===== config.mk =====
export PLATFORM = sky130hd
export DESIGN_NAME = srw_top
export DESIGN_NICKNAME = d
export VERILOG_FILES = /design/src/hw/srw_sync.v /design/src/hw/srw_tick.v /design/src/hw/srw_top.v
export VERILOG_INCLUDE_DIRS = /design/src /design/src/hw
export SDC_FILE = /design/constraint.sdc
export NUM_CORES = 1
export LEC_CHECK = 0
export BUFFER_PORTS_ARGS = -buffer_cell sky130_fd_sc_hd__buf_2
export CAP_MARGIN = 0
export CORE_MARGIN = 3
export CORE_UTILIZATION = 40
export CTS_CLUSTER_SIZE = 25
export DETAILED_ROUTE_END_ITERATION = 7
export GPL_TIMING_DRIVEN = 0
export PLACE_DENSITY_LB_ADDON = 0.2
export SLEW_MARGIN = 20
export SYNTH_ARGS = -nofsm -noshare
export SYNTH_HDL_FRONTEND = slang
export SYNTH_SLANG_ARGS = --single-unit

===== constraint.sdc =====
create_clock -name clk_i -period 4.2 [get_ports clk_i]
set_input_delay 0.84 -clock clk_i [delete_from_list [all_inputs] [get_ports clk_i]]
set_output_delay 0.84 -clock clk_i [all_outputs]
set_load 0.02 [all_outputs]

===== src/hw/srw_defines.vh =====
// constants for the system reset and supervision timer block
// assumes one 20 MHz clock and a plain strobe register port
// Operation
// - in level mode the reset output is held until the selected rails are all good, plus a further delay.
// - the release delay is 0 ms or a doubling series from 1 ms up to 32.8 s.
// - in level mode reset releases on good-on and asserts again on good-off, each after the common delay.
// - in pulse mode one reset pulse of 0.001 s to 32.256 s follows good-on and the delay.
// - the supervision timer uses a general input and a general output and may run alone or drive reset.
// - kick pin and expiry pin are optional; kick may come by command and expiry may go through reset.
// - after power-up the timer starts at once or waits 0 ms or 100 ms doubling up to 1638 s.
// - the timeout period is programmable from 0.001 s to 32.256 s.
// - on timeout the block asserts a separate expiry pin or makes a system-reset pulse, as configured.
// - once expired the timer stays expired until a pin toggle, a kick command or the timer being disabled.
// - a start time and a reset time are kept; the start time only delays the first timeout, and the reset time elapsing unkicked means the processor failed.
// - on failure the reset output is toggled with a fixed or a general-input tracking release delay.
`ifndef SRW_DEFINES_VH
`define SRW_DEFINES_VH

// ==========================================================
// timing
`define SRW_CLK_HZ 20000000
`define SRW_TICK_PERIOD_MS 1
`define SRW_TICK_CYC ((`SRW_CLK_HZ / 1000) * `SRW_TICK_PERIOD_MS)
`define SRW_INIT_UNIT_MS 100
`define SRW_INIT_UNIT_TICKS (`SRW_INIT_UNIT_MS / `SRW_TICK_PERIOD_MS)
`define SRW_MS_MIN 15'h0001
`define SRW_MS_MAX 15'h7e00
`define SRW_DLY_CODE_MAX 5'h10

// ==========================================================
// register offsets
`define SRW_REG_CTRL 8'h00
`define SRW_REG_RAIL_SEL 8'h04
`define SRW_REG_DELAY 8'h08
`define SRW_REG_PULSE_W 8'h0c
`define SRW_REG_WD_TIMEOUT 8'h10
`define SRW_REG_WD_INIT 8'h14
`define SRW_REG_KICK 8'h18
`define SRW_REG_STATUS 8'h1c
`define SRW_REG_IRQ_STATUS 8'h20
`define SRW_REG_IRQ_MASK 8'h24

// ==========================================================
// control fields
`define SRW_CTRL_RST_EN 0
`define SRW_CTRL_PULSE 1
`define SRW_CTRL_WD_EN 2
`define SRW_CTRL_WD_TO_RST 3
`define SRW_CTRL_EXP_PIN_EN 4
`define SRW_CTRL_KICK_PIN_EN 5
`define SRW_CTRL_TRACK 6
`define SRW_CTRL_W 7

// ==========================================================
// interrupt bits and reset values
`define SRW_IRQ_EXPIRED 0
`define SRW_IRQ_RELEASED 1
`define SRW_IRQ_WD_RESET 2
`define SRW_IRQ_W 3
`define SRW_RST_CTRL 7'h00
`define SRW_RST_RAIL_SEL 12'h000
`define SRW_RST_DELAY 5'h00
`define SRW_RST_PULSE_W 15'h0001
`define SRW_RST_WD_TIMEOUT 15'h0001
`define SRW_RST_WD_INIT 4'h0

`endif


===== src/hw/srw_sync.v =====
// two-flop synchroniser for a bundle of level inputs
// assumes each bit is an independent slow level
`timescale 1ns/1ps
`default_nettype none
module srw_sync #(
   parameter WIDTH = 1
) (
   input wire clk_i,
   input wire arst_n_i,
   input wire [WIDTH-1:0] d_i,
   output reg [WIDTH-1:0] q_o
);
   reg [WIDTH-1:0] meta;

   // ==========================================================
   // first stage feeds only the second
   always @(posedge clk_i or negedge arst_n_i)
   begin
      if (!arst_n_i)
      begin
         meta <= {WIDTH{1'b0}};
         q_o <= {WIDTH{1'b0}};
      end
      else
      begin
         meta <= d_i;
         q_o <= meta;
      end
   end
endmodule // srw_sync
`default_nettype wire


===== src/hw/srw_tick.v =====
// internal timebase: 1 ms tick and 100 ms tick
// assumes CYC_PER_MS cycles of clk_i make one millisecond
`timescale 1ns/1ps
`default_nettype none
`include "srw_defines.vh"
module srw_tick #(
   parameter CYC_PER_MS = `SRW_TICK_CYC
) (
   input wire clk_i,
   input wire arst_n_i,
   output reg ms_tick_o,
   output reg unit_tick_o
);
   // integer forms first, then cut on purpose to the counter widths
   localparam integer LAST_CYC_I = CYC_PER_MS - 1;
   localparam integer LAST_MS_I = `SRW_INIT_UNIT_TICKS - 1;
   localparam [14:0] LAST_CYC = LAST_CYC_I[14:0];
   localparam [6:0] LAST_MS = LAST_MS_I[6:0];
   reg [14:0] cyc;
   reg [6:0] ms;

   // ==========================================================
   // free running divider, both ticks one cycle wide
   always @(posedge clk_i or negedge arst_n_i)
   begin
      if (!arst_n_i)
      begin
         cyc <= 15'h0000;
         ms <= 7'h00;
         ms_tick_o <= 1'b0;
         unit_tick_o <= 1'b0;
      end
      else
      begin
         ms_tick_o <= 1'b0;
         unit_tick_o <= 1'b0;
         if (cyc == LAST_CYC)
         begin
            cyc <= 15'h0000;
            ms_tick_o <= 1'b1;
            if (ms == LAST_MS)
            begin
               ms <= 7'h00;
               unit_tick_o <= 1'b1;
            end
            else
               ms <= ms + 7'h01;
         end
         else
            cyc <= cyc + 15'h0001;
      end
   end
endmodule // srw_tick
`default_nettype wire


===== src/hw/srw_top.v =====
// system reset generator and supervision timer with register port
// assumes rail good levels and pins are asynchronous; host bus is on clk_i
`timescale 1ns/1ps
`default_nettype none
`include "srw_defines.vh"
module srw_top #(
   parameter CYC_PER_MS = `SRW_TICK_CYC
) (
   input wire clk_i,
   input wire arst_n_i,
   input wire [7:0] addr_i,
   input wire [31:0] wdata_i,
   input wire wr_i,
   input wire rd_i,
   output reg [31:0] rdata_o,
   input wire [11:0] rail_good_i,
   input wire kick_i,
   input wire track_i,
   output reg sys_rst_n_o,
   output reg expiry_o,
   output reg irq_o
);
   // ==========================================================
   // states
   localparam [5:0] R_HOLD = 6'h01;
   localparam [5:0] R_DLY = 6'h02;
   localparam [5:0] R_PULSE = 6'h04;
   localparam [5:0] R_RUN = 6'h08;
   localparam [5:0] R_OFFDLY = 6'h10;
   localparam [5:0] R_WDRST = 6'h20;
   localparam [3:0] W_OFF = 4'h1;
   localparam [3:0] W_INIT = 4'h2;
   localparam [3:0] W_RUN = 4'h4;
   localparam [3:0] W_EXP = 4'h8;

   // ==========================================================
   // functions
   function [15:0] dly_ms;
      input [4:0] code;
      begin
         if (code == 5'h00)
            dly_ms = 16'h0000;
         else if (code > `SRW_DLY_CODE_MAX)
            dly_ms = 16'h8000;
         else
            dly_ms = 16'h0001 << (code - 5'h01);
      end
   endfunction

   function [15:0] clamp_ms;
      input [14:0] v;
      begin
         if (v < `SRW_MS_MIN)
            clamp_ms = {1'b0, `SRW_MS_MIN};
         else if (v > `SRW_MS_MAX)
            clamp_ms = {1'b0, `SRW_MS_MAX};
         else
            clamp_ms = {1'b0, v};
      end
   endfunction

   function [15:0] init_units;
      input [3:0] code;
      begin
         if (code == 4'h0)
            init_units = 16'h0000;
         else
            init_units = 16'h0001 << (code - 4'h1);
      end
   endfunction

   // ==========================================================
   // timebase and input synchronisers
   wire ms_tick;
   wire unit_tick;
   wire [13:0] sync_q;

   srw_tick #(
      .CYC_PER_MS(CYC_PER_MS)
   ) u_tick (
      .clk_i(clk_i),
      .arst_n_i(arst_n_i),
      .ms_tick_o(ms_tick),
      .unit_tick_o(unit_tick)
   );

   srw_sync #(
      .WIDTH(14)
   ) u_sync (
      .clk_i(clk_i),
      .arst_n_i(arst_n_i),
      .d_i({track_i, kick_i, rail_good_i}),
      .q_o(sync_q)
   );

   wire [11:0] rail_s = sync_q[11:0];
   wire kick_s = sync_q[12];
   wire track_s = sync_q[13];

   // ==========================================================
   // configuration registers
   reg [`SRW_CTRL_W-1:0] ctrl;
   reg [11:0] rail_sel;
   reg [4:0] dly_code;
   reg [14:0] pulse_w;
   reg [14:0] wd_to;
   reg [3:0] init_code;
   reg [`SRW_IRQ_W-1:0] irq_st;
   reg [`SRW_IRQ_W-1:0] irq_mask;

   wire pulse_mode = ctrl[`SRW_CTRL_PULSE];
   // empty selection never counts as good, so reset cannot release by accident
   wire good = (rail_sel != 12'h000) && ((rail_s & rail_sel) == rail_sel);
   wire [15:0] dly_val = dly_ms(dly_code);

   // ==========================================================
   // kick detection
   reg kick_q;
   wire kick_cmd = wr_i && (addr_i == `SRW_REG_KICK);
   // either edge of the pin counts as a toggle
   wire kick_pin = ctrl[`SRW_CTRL_KICK_PIN_EN] && (kick_s != kick_q);
   wire kick = kick_pin || kick_cmd;

   // ==========================================================
   // supervision timer
   reg [3:0] wstate;
   reg [3:0] next_wstate;
   reg [15:0] wcnt;
   reg [15:0] next_wcnt;
   reg init_done;
   reg next_init_done;
   reg wd_fire;

   always @*
   begin
      next_wstate = wstate;
      next_wcnt = wcnt;
      next_init_done = init_done;
      wd_fire = 1'b0;
      case (wstate)
         W_OFF:
         begin
            if (ctrl[`SRW_CTRL_WD_EN])
            begin
               next_init_done = 1'b1;
               if (!init_done && (init_code != 4'h0))
               begin
                  next_wstate = W_INIT;
                  next_wcnt = init_units(init_code);
               end
               else
               begin
                  next_wstate = W_RUN;
                  next_wcnt = clamp_ms(wd_to);
               end
            end
         end
         W_INIT:
         begin
            if (kick || (wcnt == 16'h0000))
            begin
               next_wstate = W_RUN;
               next_wcnt = clamp_ms(wd_to);
            end
            else if (unit_tick)
               next_wcnt = wcnt - 16'h0001;
         end
         W_RUN:
         begin
            if (kick)
               next_wcnt = clamp_ms(wd_to);
            else if (wcnt == 16'h0000)
            begin
               next_wstate = W_EXP;
               wd_fire = 1'b1;
            end
            else if (ms_tick)
               next_wcnt = wcnt - 16'h0001;
         end
         W_EXP:
         begin
            if (kick)
            begin
               next_wstate = W_RUN;
               next_wcnt = clamp_ms(wd_to);
            end
         end
         default:
         begin
            next_wstate = W_OFF;
            next_wcnt = 16'h0000;
         end
      endcase
      if (!ctrl[`SRW_CTRL_WD_EN])
      begin
         next_wstate = W_OFF;
         wd_fire = 1'b0;
      end
   end

   // ==========================================================
   // system reset sequencer
   reg [5:0] rstate;
   reg [5:0] next_rstate;
   reg [15:0] rcnt;
   reg [15:0] next_rcnt;
   reg rst_act;
   wire wd_to_rst = wd_fire && ctrl[`SRW_CTRL_WD_TO_RST];

   always @*
   begin
      next_rstate = rstate;
      next_rcnt = rcnt;
      case (rstate)
         R_HOLD:
         begin
            if (ctrl[`SRW_CTRL_RST_EN] && good)
            begin
               next_rstate = R_DLY;
               next_rcnt = dly_val;
            end
         end
         R_DLY:
         begin
            if (!good)
               next_rstate = R_HOLD;
            else if (rcnt == 16'h0000)
            begin
               if (pulse_mode)
               begin
                  next_rstate = R_PULSE;
                  next_rcnt = clamp_ms(pulse_w);
               end
               else
                  next_rstate = R_RUN;
            end
            else if (ms_tick)
               next_rcnt = rcnt - 16'h0001;
         end
         R_PULSE:
         begin
            if (rcnt == 16'h0000)
               next_rstate = R_RUN;
            else if (ms_tick)
               next_rcnt = rcnt - 16'h0001;
         end
         R_RUN:
         begin
            if (wd_to_rst)
            begin
               next_rstate = R_WDRST;
               next_rcnt = dly_val;
            end
            else if (!good && !pulse_mode)
            begin
               next_rstate = R_OFFDLY;
               next_rcnt = dly_val;
            end
            else if (!good)
               next_rstate = R_HOLD;
         end
         R_OFFDLY:
         begin
            if (good)
               next_rstate = R_RUN;
            else if (rcnt == 16'h0000)
               next_rstate = R_HOLD;
            else if (ms_tick)
               next_rcnt = rcnt - 16'h0001;
         end
         R_WDRST:
         begin
            // tracking mode holds the count until the general input is high
            if (!ctrl[`SRW_CTRL_TRACK] || track_s)
            begin
               if (rcnt == 16'h0000)
                  next_rstate = R_RUN;
               else if (ms_tick)
                  next_rcnt = rcnt - 16'h0001;
            end
         end
         default:
         begin
            next_rstate = R_HOLD;
            next_rcnt = 16'h0000;
         end
      endcase
   end

   always @*
   begin
      rst_act = (next_rstate == R_PULSE) || (next_rstate == R_WDRST) ||
         (!pulse_mode && ((next_rstate == R_HOLD) || (next_rstate == R_DLY)));
   end

   // ==========================================================
   // interrupt status, set wins over clear
   wire w1c = wr_i && (addr_i == `SRW_REG_IRQ_STATUS);
   wire [`SRW_IRQ_W-1:0] irq_evt;
   reg [`SRW_IRQ_W-1:0] next_irq_st;
   assign irq_evt[`SRW_IRQ_EXPIRED] = wd_fire;
   assign irq_evt[`SRW_IRQ_RELEASED] = !sys_rst_n_o && !rst_act;
   assign irq_evt[`SRW_IRQ_WD_RESET] = wd_to_rst;

   always @*
   begin
      next_irq_st = irq_st;
      if (w1c)
         next_irq_st = irq_st & ~wdata_i[`SRW_IRQ_W-1:0];
      next_irq_st = next_irq_st | irq_evt;
   end

   // ==========================================================
   // state registers and outputs
   always @(posedge clk_i or negedge arst_n_i)
   begin
      if (!arst_n_i)
      begin
         wstate <= W_OFF;
         wcnt <= 16'h0000;
         init_done <= 1'b0;
         rstate <= R_HOLD;
         rcnt <= 16'h0000;
         kick_q <= 1'b0;
         irq_st <= {`SRW_IRQ_W{1'b0}};
         sys_rst_n_o <= 1'b0;
         expiry_o <= 1'b0;
         irq_o <= 1'b0;
      end
      else
      begin
         wstate <= next_wstate;
         wcnt <= next_wcnt;
         init_done <= next_init_done;
         rstate <= next_rstate;
         rcnt <= next_rcnt;
         kick_q <= kick_s;
         irq_st <= next_irq_st;
         sys_rst_n_o <= !rst_act;
         // expiry pin stays low when expiry is routed only through reset
         expiry_o <= (next_wstate == W_EXP) && ctrl[`SRW_CTRL_EXP_PIN_EN];
         irq_o <= |(next_irq_st & irq_mask);
      end
   end

   // ==========================================================
   // register writes
   always @(posedge clk_i or negedge arst_n_i)
   begin
      if (!arst_n_i)
      begin
         ctrl <= `SRW_RST_CTRL;
         rail_sel <= `SRW_RST_RAIL_SEL;
         dly_code <= `SRW_RST_DELAY;
         pulse_w <= `SRW_RST_PULSE_W;
         wd_to <= `SRW_RST_WD_TIMEOUT;
         init_code <= `SRW_RST_WD_INIT;
         irq_mask <= {`SRW_IRQ_W{1'b0}};
      end
      else if (wr_i)
      begin
         case (addr_i)
            `SRW_REG_CTRL: ctrl <= wdata_i[`SRW_CTRL_W-1:0];
            `SRW_REG_RAIL_SEL: rail_sel <= wdata_i[11:0];
            `SRW_REG_DELAY: dly_code <= wdata_i[4:0];
            `SRW_REG_PULSE_W: pulse_w <= wdata_i[14:0];
            `SRW_REG_WD_TIMEOUT: wd_to <= wdata_i[14:0];
            `SRW_REG_WD_INIT: init_code <= wdata_i[3:0];
            `SRW_REG_IRQ_MASK: irq_mask <= wdata_i[`SRW_IRQ_W-1:0];
            default: irq_mask <= irq_mask;
         endcase
      end
   end

   // ==========================================================
   // register reads, data valid only in the cycle after the strobe
   always @(posedge clk_i or negedge arst_n_i)
   begin
      if (!arst_n_i)
         rdata_o <= 32'h00000000;
      else if (!rd_i)
         rdata_o <= 32'h00000000;
      else
      begin
         case (addr_i)
            `SRW_REG_CTRL: rdata_o <= {25'h0000000, ctrl};
            `SRW_REG_RAIL_SEL: rdata_o <= {20'h00000, rail_sel};
            `SRW_REG_DELAY: rdata_o <= {27'h0000000, dly_code};
            `SRW_REG_PULSE_W: rdata_o <= {17'h00000, pulse_w};
            `SRW_REG_WD_TIMEOUT: rdata_o <= {17'h00000, wd_to};
            `SRW_REG_WD_INIT: rdata_o <= {28'h0000000, init_code};
            `SRW_REG_STATUS: rdata_o <= {28'h0000000, good, (wstate == W_INIT),
               (wstate == W_EXP), !sys_rst_n_o};
            `SRW_REG_IRQ_STATUS: rdata_o <= {29'h00000000, irq_st};
            `SRW_REG_IRQ_MASK: rdata_o <= {29'h00000000, irq_mask};
            default: rdata_o <= 32'h00000000;
         endcase
      end
   end
endmodule // srw_top
`default_nettype wire


==> metrics.txt <==
routability cong.=about 0.87; clock sink count=between 150 and 200; setup TNS after final layout=0 ns; Slew @ Worst Pin=0.8308 ns; routed via count divided by cell count=5.665; I/O pin total=a little over 90; number of design rule violations left after detail routing=0; CP max stage delay=0.68 ns; nets=around 1000; start point of the critical path=rail_sel[11]; outcome=completed; Peak Freq=341.6 MHz; Core Footprint=21220 um^2; critical path data required time=~4.5 ns; global router's overall resource usage=19.49%; Worst setup EP type=register; worst reg2reg startpoint=rail_sel[11]; setup clock skew after layout=0.007658 ns; buffers inserted during post-CTS setup optimization=0; number of antenna-violating nets in the routed design=0; RSZ-0062 raised after global routing=false; number of placed cells counting well taps=1181; Critical Setup Path Class=register to register; final count of negative-setup-slack endpoints=0; Tmin final=2.927 ns; ordered cell list for the critical path=nor2b_1, a2111oi_0, nand4_1, clkbuf_1, o211ai_1, o211ai_1, buf_2, o21ai_1, o21ai_1; period utilisation layout=a little over two thirds; clock buffers created by TritonCTS=17; post-synth cell types=71; Tightest Hold Check Type=input pin to async pin; area delta synth->final=15.22%; via count of the first global-routing pass=6553; # diodes=0; sequential area share after synthesis=approximately 51%; Top delay family on crit path=compound AO/OA/AOI/OAI gates; number of maximum-capacitance violations=0; maximum fanout count along the critical path=10; number of buffer and inverter instances along the worst setup path=2; startpoint types=register; arrival time of the worst setup path=3.25 ns; clock slew at reported path FFs=0.08 ns; floorplan row count=53; Routed WL=between 20000 and 25000 um; number of pins exceeding their max-slew limit in the final report=0; fraction of synthesis flops using an asynchronous set or reset pin=100.0%; width of the die=approximately 150 um; number of antenna violations at the first check in global routing=0; Crit. path cell count=9; netlist area before placement=~8700 um^2; EDFF count, synth=0; WL/cell=18.86 um; VDD IR max=approximately 0.00026 V; depth of the worst register-to-register path=9; root buffer selected by CTS=sky130_fd_sc_hd__clkbuf_16; slowest cell on the critical path=sky130_fd_sc_hd__a2111oi_0; fraction of layout cells with a size suffix above 1=18.36%; largest net degree at the start of global routing=67; flops & latches, synth=178; Yosys Warn Count=0; post-cts repair resize count=0; first-pass GRT wire length=36670 um; mean instance size in the synthesized netlist=10.54 um^2; vertical die dimension=153.9 um; detailed placer's ending HPWL=16910 um; TritonCTS clock tree=built; hold-fix buffer count after cts=0; number of cells produced by synthesis=between 800 and 900; clock buffer depth=2; vias=about 6900; total die area=23670 um^2; overall power of the completed layout=4.218 mW; Pre-antenna DRT Iters=5; power density normalized to cell area=418.6 nW/um^2; Post-synth top flop=sky130_fd_sc_hd__dfrtp_1; violation count after the first detailed-routing iteration=701; total number of H-tree levels=4; number of hold violations in the final report=0; clock latency on the worst-skew pair=0.44 ns; effective utilization at floorplan=41.21%; number of buffer cells added on primary ports=58; Pleak=4.516 nW; worst rel slew slack=approximately 44%; grt total ovfl=0; non-filler cells in the finished layout=1212
-- sequential cells by signal (all words and copies together), names as in the netlist, 3 cells and up --
register / count
init_code: 4
irq_mask: 3
wd_to: 15
u_tick.cyc: 15
pulse_w: 15
ctrl: 7
rail_sel: 12
u_sync.meta: 14
irq_st: 3
rdata_o: 15
rcnt: 16
wcnt: 16
rstate: 6
wstate: 4
dly_code: 5
u_tick.ms: 7
u_sync.q_o: 14
-- worst paths after layout --
kind / end / slack (ns)
max: rcnt[9] / 1.27
max in group asynchronous: wstate[0] / 3.19
min reg2reg: u_sync.q_o[1] / 0.35
min in group clk_i: u_sync.q_o[1] / 0.35
max reg2reg: rcnt[9] / 1.27
min: rstate[5] / 0.31
-- cells in the mapped netlist (4+ instances only) --
master	instances	share of area, %
sky130_fd_sc_hd__a31oi_1	11	0.79
sky130_fd_sc_hd__o211ai_1	4	0.34
sky130_fd_sc_hd__o21a_1	4	0.34
sky130_fd_sc_hd__dfrtp_1	174	50
sky130_fd_sc_hd__a221oi_1	13	1.3
sky130_fd_sc_hd__nor2_1	71	3.0
sky130_fd_sc_hd__nor3_1	17	0.97
sky130_fd_sc_hd__nor4_1	12	0.86
sky130_fd_sc_hd__o21ai_1	44	2.5
sky130_fd_sc_hd__ha_1	6	0.86
sky130_fd_sc_hd__a222oi_1	20	2.3
sky130_fd_sc_hd__mux2_1	23	3.0
sky130_fd_sc_hd__xor2_1	13	1.3
sky130_fd_sc_hd__nand4_1	10	0.72
sky130_fd_sc_hd__buf_2	5	0.29
sky130_fd_sc_hd__or3_1	7	0.50
sky130_fd_sc_hd__a21oi_1	22	1.3
sky130_fd_sc_hd__nor3b_1	4	0.34
sky130_fd_sc_hd__o31ai_1	5	0.43
sky130_fd_sc_hd__dfstp_2	4	1.2
sky130_fd_sc_hd__xnor2_1	20	2.0
sky130_fd_sc_hd__nor2b_1	19	1.4
sky130_fd_sc_hd__mux2_2	38	4.9
sky130_fd_sc_hd__a22oi_1	18	1.5
sky130_fd_sc_hd__buf_4	17	1.5
sky130_fd_sc_hd__clkbuf_1	20	0.86
sky130_fd_sc_hd__nand2_1	71	3.0
sky130_fd_sc_hd__nor4b_1	11	1.1
sky130_fd_sc_hd__o21ai_0	20	1.1
sky130_fd_sc_hd__or4_1	7	0.60
sky130_fd_sc_hd__nand3_1	22	1.3
sky130_fd_sc_hd__a22o_1	9	0.90
sky130_fd_sc_hd__and3_1	6	0.43
sky130_fd_sc_hd__inv_1	17	0.73
sky130_fd_sc_hd__nand3b_1	6	0.52
sky130_fd_sc_hd__and2_1	8	0.57
-- cell usage in the layout (no fill, tap or decap), types with 5 or more instances in the layout --
master | netlist | routed
sky130_fd_sc_hd__dfrtp_1 | 174 | 174
sky130_fd_sc_hd__nor2_1 | 71 | 71
sky130_fd_sc_hd__nand2_1 | 71 | 71
sky130_fd_sc_hd__buf_2 | 5 | 62
sky130_fd_sc_hd__o21ai_1 | 44 | 44
sky130_fd_sc_hd__mux2_2 | 38 | 38
sky130_fd_sc_hd__mux2_1 | 23 | 23
sky130_fd_sc_hd__nand3_1 | 22 | 22
sky130_fd_sc_hd__a21oi_1 | 22 | 22
sky130_fd_sc_hd__clkbuf_1 | 20 | 20
sky130_fd_sc_hd__xnor2_1 | 20 | 20
sky130_fd_sc_hd__o21ai_0 | 20 | 20
sky130_fd_sc_hd__a222oi_1 | 20 | 20
sky130_fd_sc_hd__nor2b_1 | 19 | 19
sky130_fd_sc_hd__a22oi_1 | 18 | 18
sky130_fd_sc_hd__inv_1 | 17 | 17
sky130_fd_sc_hd__nor3_1 | 17 | 17
sky130_fd_sc_hd__buf_4 | 17 | 17
sky130_fd_sc_hd__conb_1 | 1 | 17
sky130_fd_sc_hd__clkbuf_16 | 0 | 17
sky130_fd_sc_hd__xor2_1 | 13 | 13
sky130_fd_sc_hd__a221oi_1 | 13 | 13
sky130_fd_sc_hd__nor4_1 | 12 | 12
sky130_fd_sc_hd__nor4b_1 | 11 | 11
sky130_fd_sc_hd__a31oi_1 | 11 | 11
sky130_fd_sc_hd__nand4_1 | 10 | 10
sky130_fd_sc_hd__a22o_1 | 9 | 9
sky130_fd_sc_hd__and2_1 | 8 | 8
sky130_fd_sc_hd__or4_1 | 7 | 7
sky130_fd_sc_hd__or3_1 | 7 | 7
sky130_fd_sc_hd__and3_1 | 6 | 6
sky130_fd_sc_hd__nand3b_1 | 6 | 6
sky130_fd_sc_hd__ha_1 | 6 | 6
sky130_fd_sc_hd__o31ai_1 | 5 | 5
-- cells by family (layout without fill, tap and decap cells) --
family / after synthesis / count (layout) / share of synthesized area (%)
AOI/OAI and AO/OA: 198 / 198 / 15.87
other: 1 / 17 / 0.04288
muxes: 62 / 62 / 7.970
and+or+nand+nor: 290 / 290 / 17.33
DFF: 178 / 178 / 50.99
buffers and inverters: 62 / 153 / 3.634
xor gates and xnor gates: 33 / 33 / 3.305
adders and majority gates: 6 / 6 / 0.8585
-- final cells by class --
class                   instances  area (um^2)
flip-flops and latches        178         4459
fillers                      1998        11140
plain buffers                  45        254.0
clock inverters                14        146.4
well taps                     275        344.1
clock buffers                  17        425.4
inverters                      17        63.81
multi-input cells             606         4028
repair buffers                 60        355.3
-- power breakdown --
part	switching, mW	total, mW	internal [mW]
clock network	0.758	1.55	0.789
registers	0.0916	1.89	1.80
logic	0.483	0.779	0.296
total	1.33	4.22	2.88
-- through the flow --
step | instance area [um^2] | hold WS [ns] | setup WS, ns | util (%)
final | 10080 | 0.3106 | 1.273 | 47.48
after global routing | 10080 | 0.3328 | 1.030 | 47.48
after CTS | 10080 | 0.3214 | 1.316 | 47.48
after detailed placement | 9504 | 0.3347 | 0.9665 | 44.79
after global placement | 9439 | 0.3348 | -0.6262 | 44.48
after floorplan | 8805 | 0.3312 | 1.532 | -
-- routing by layer --
| layer | track usage (%) | up-vias | wire, um |
|---|---|---|---|
| met2 | 27.87 | 242 | 9792 |
| met1 | 29.33 | 3333 | 10930 |
| met4 | 6.854 | 0 | 562 |
| met5 | 0 | - | 0 |
| li1 | - | 3250 | - |
| met3 | 4.081 | 41 | 1579 |
Note: power is estimated with default switching activity, not from simulation.
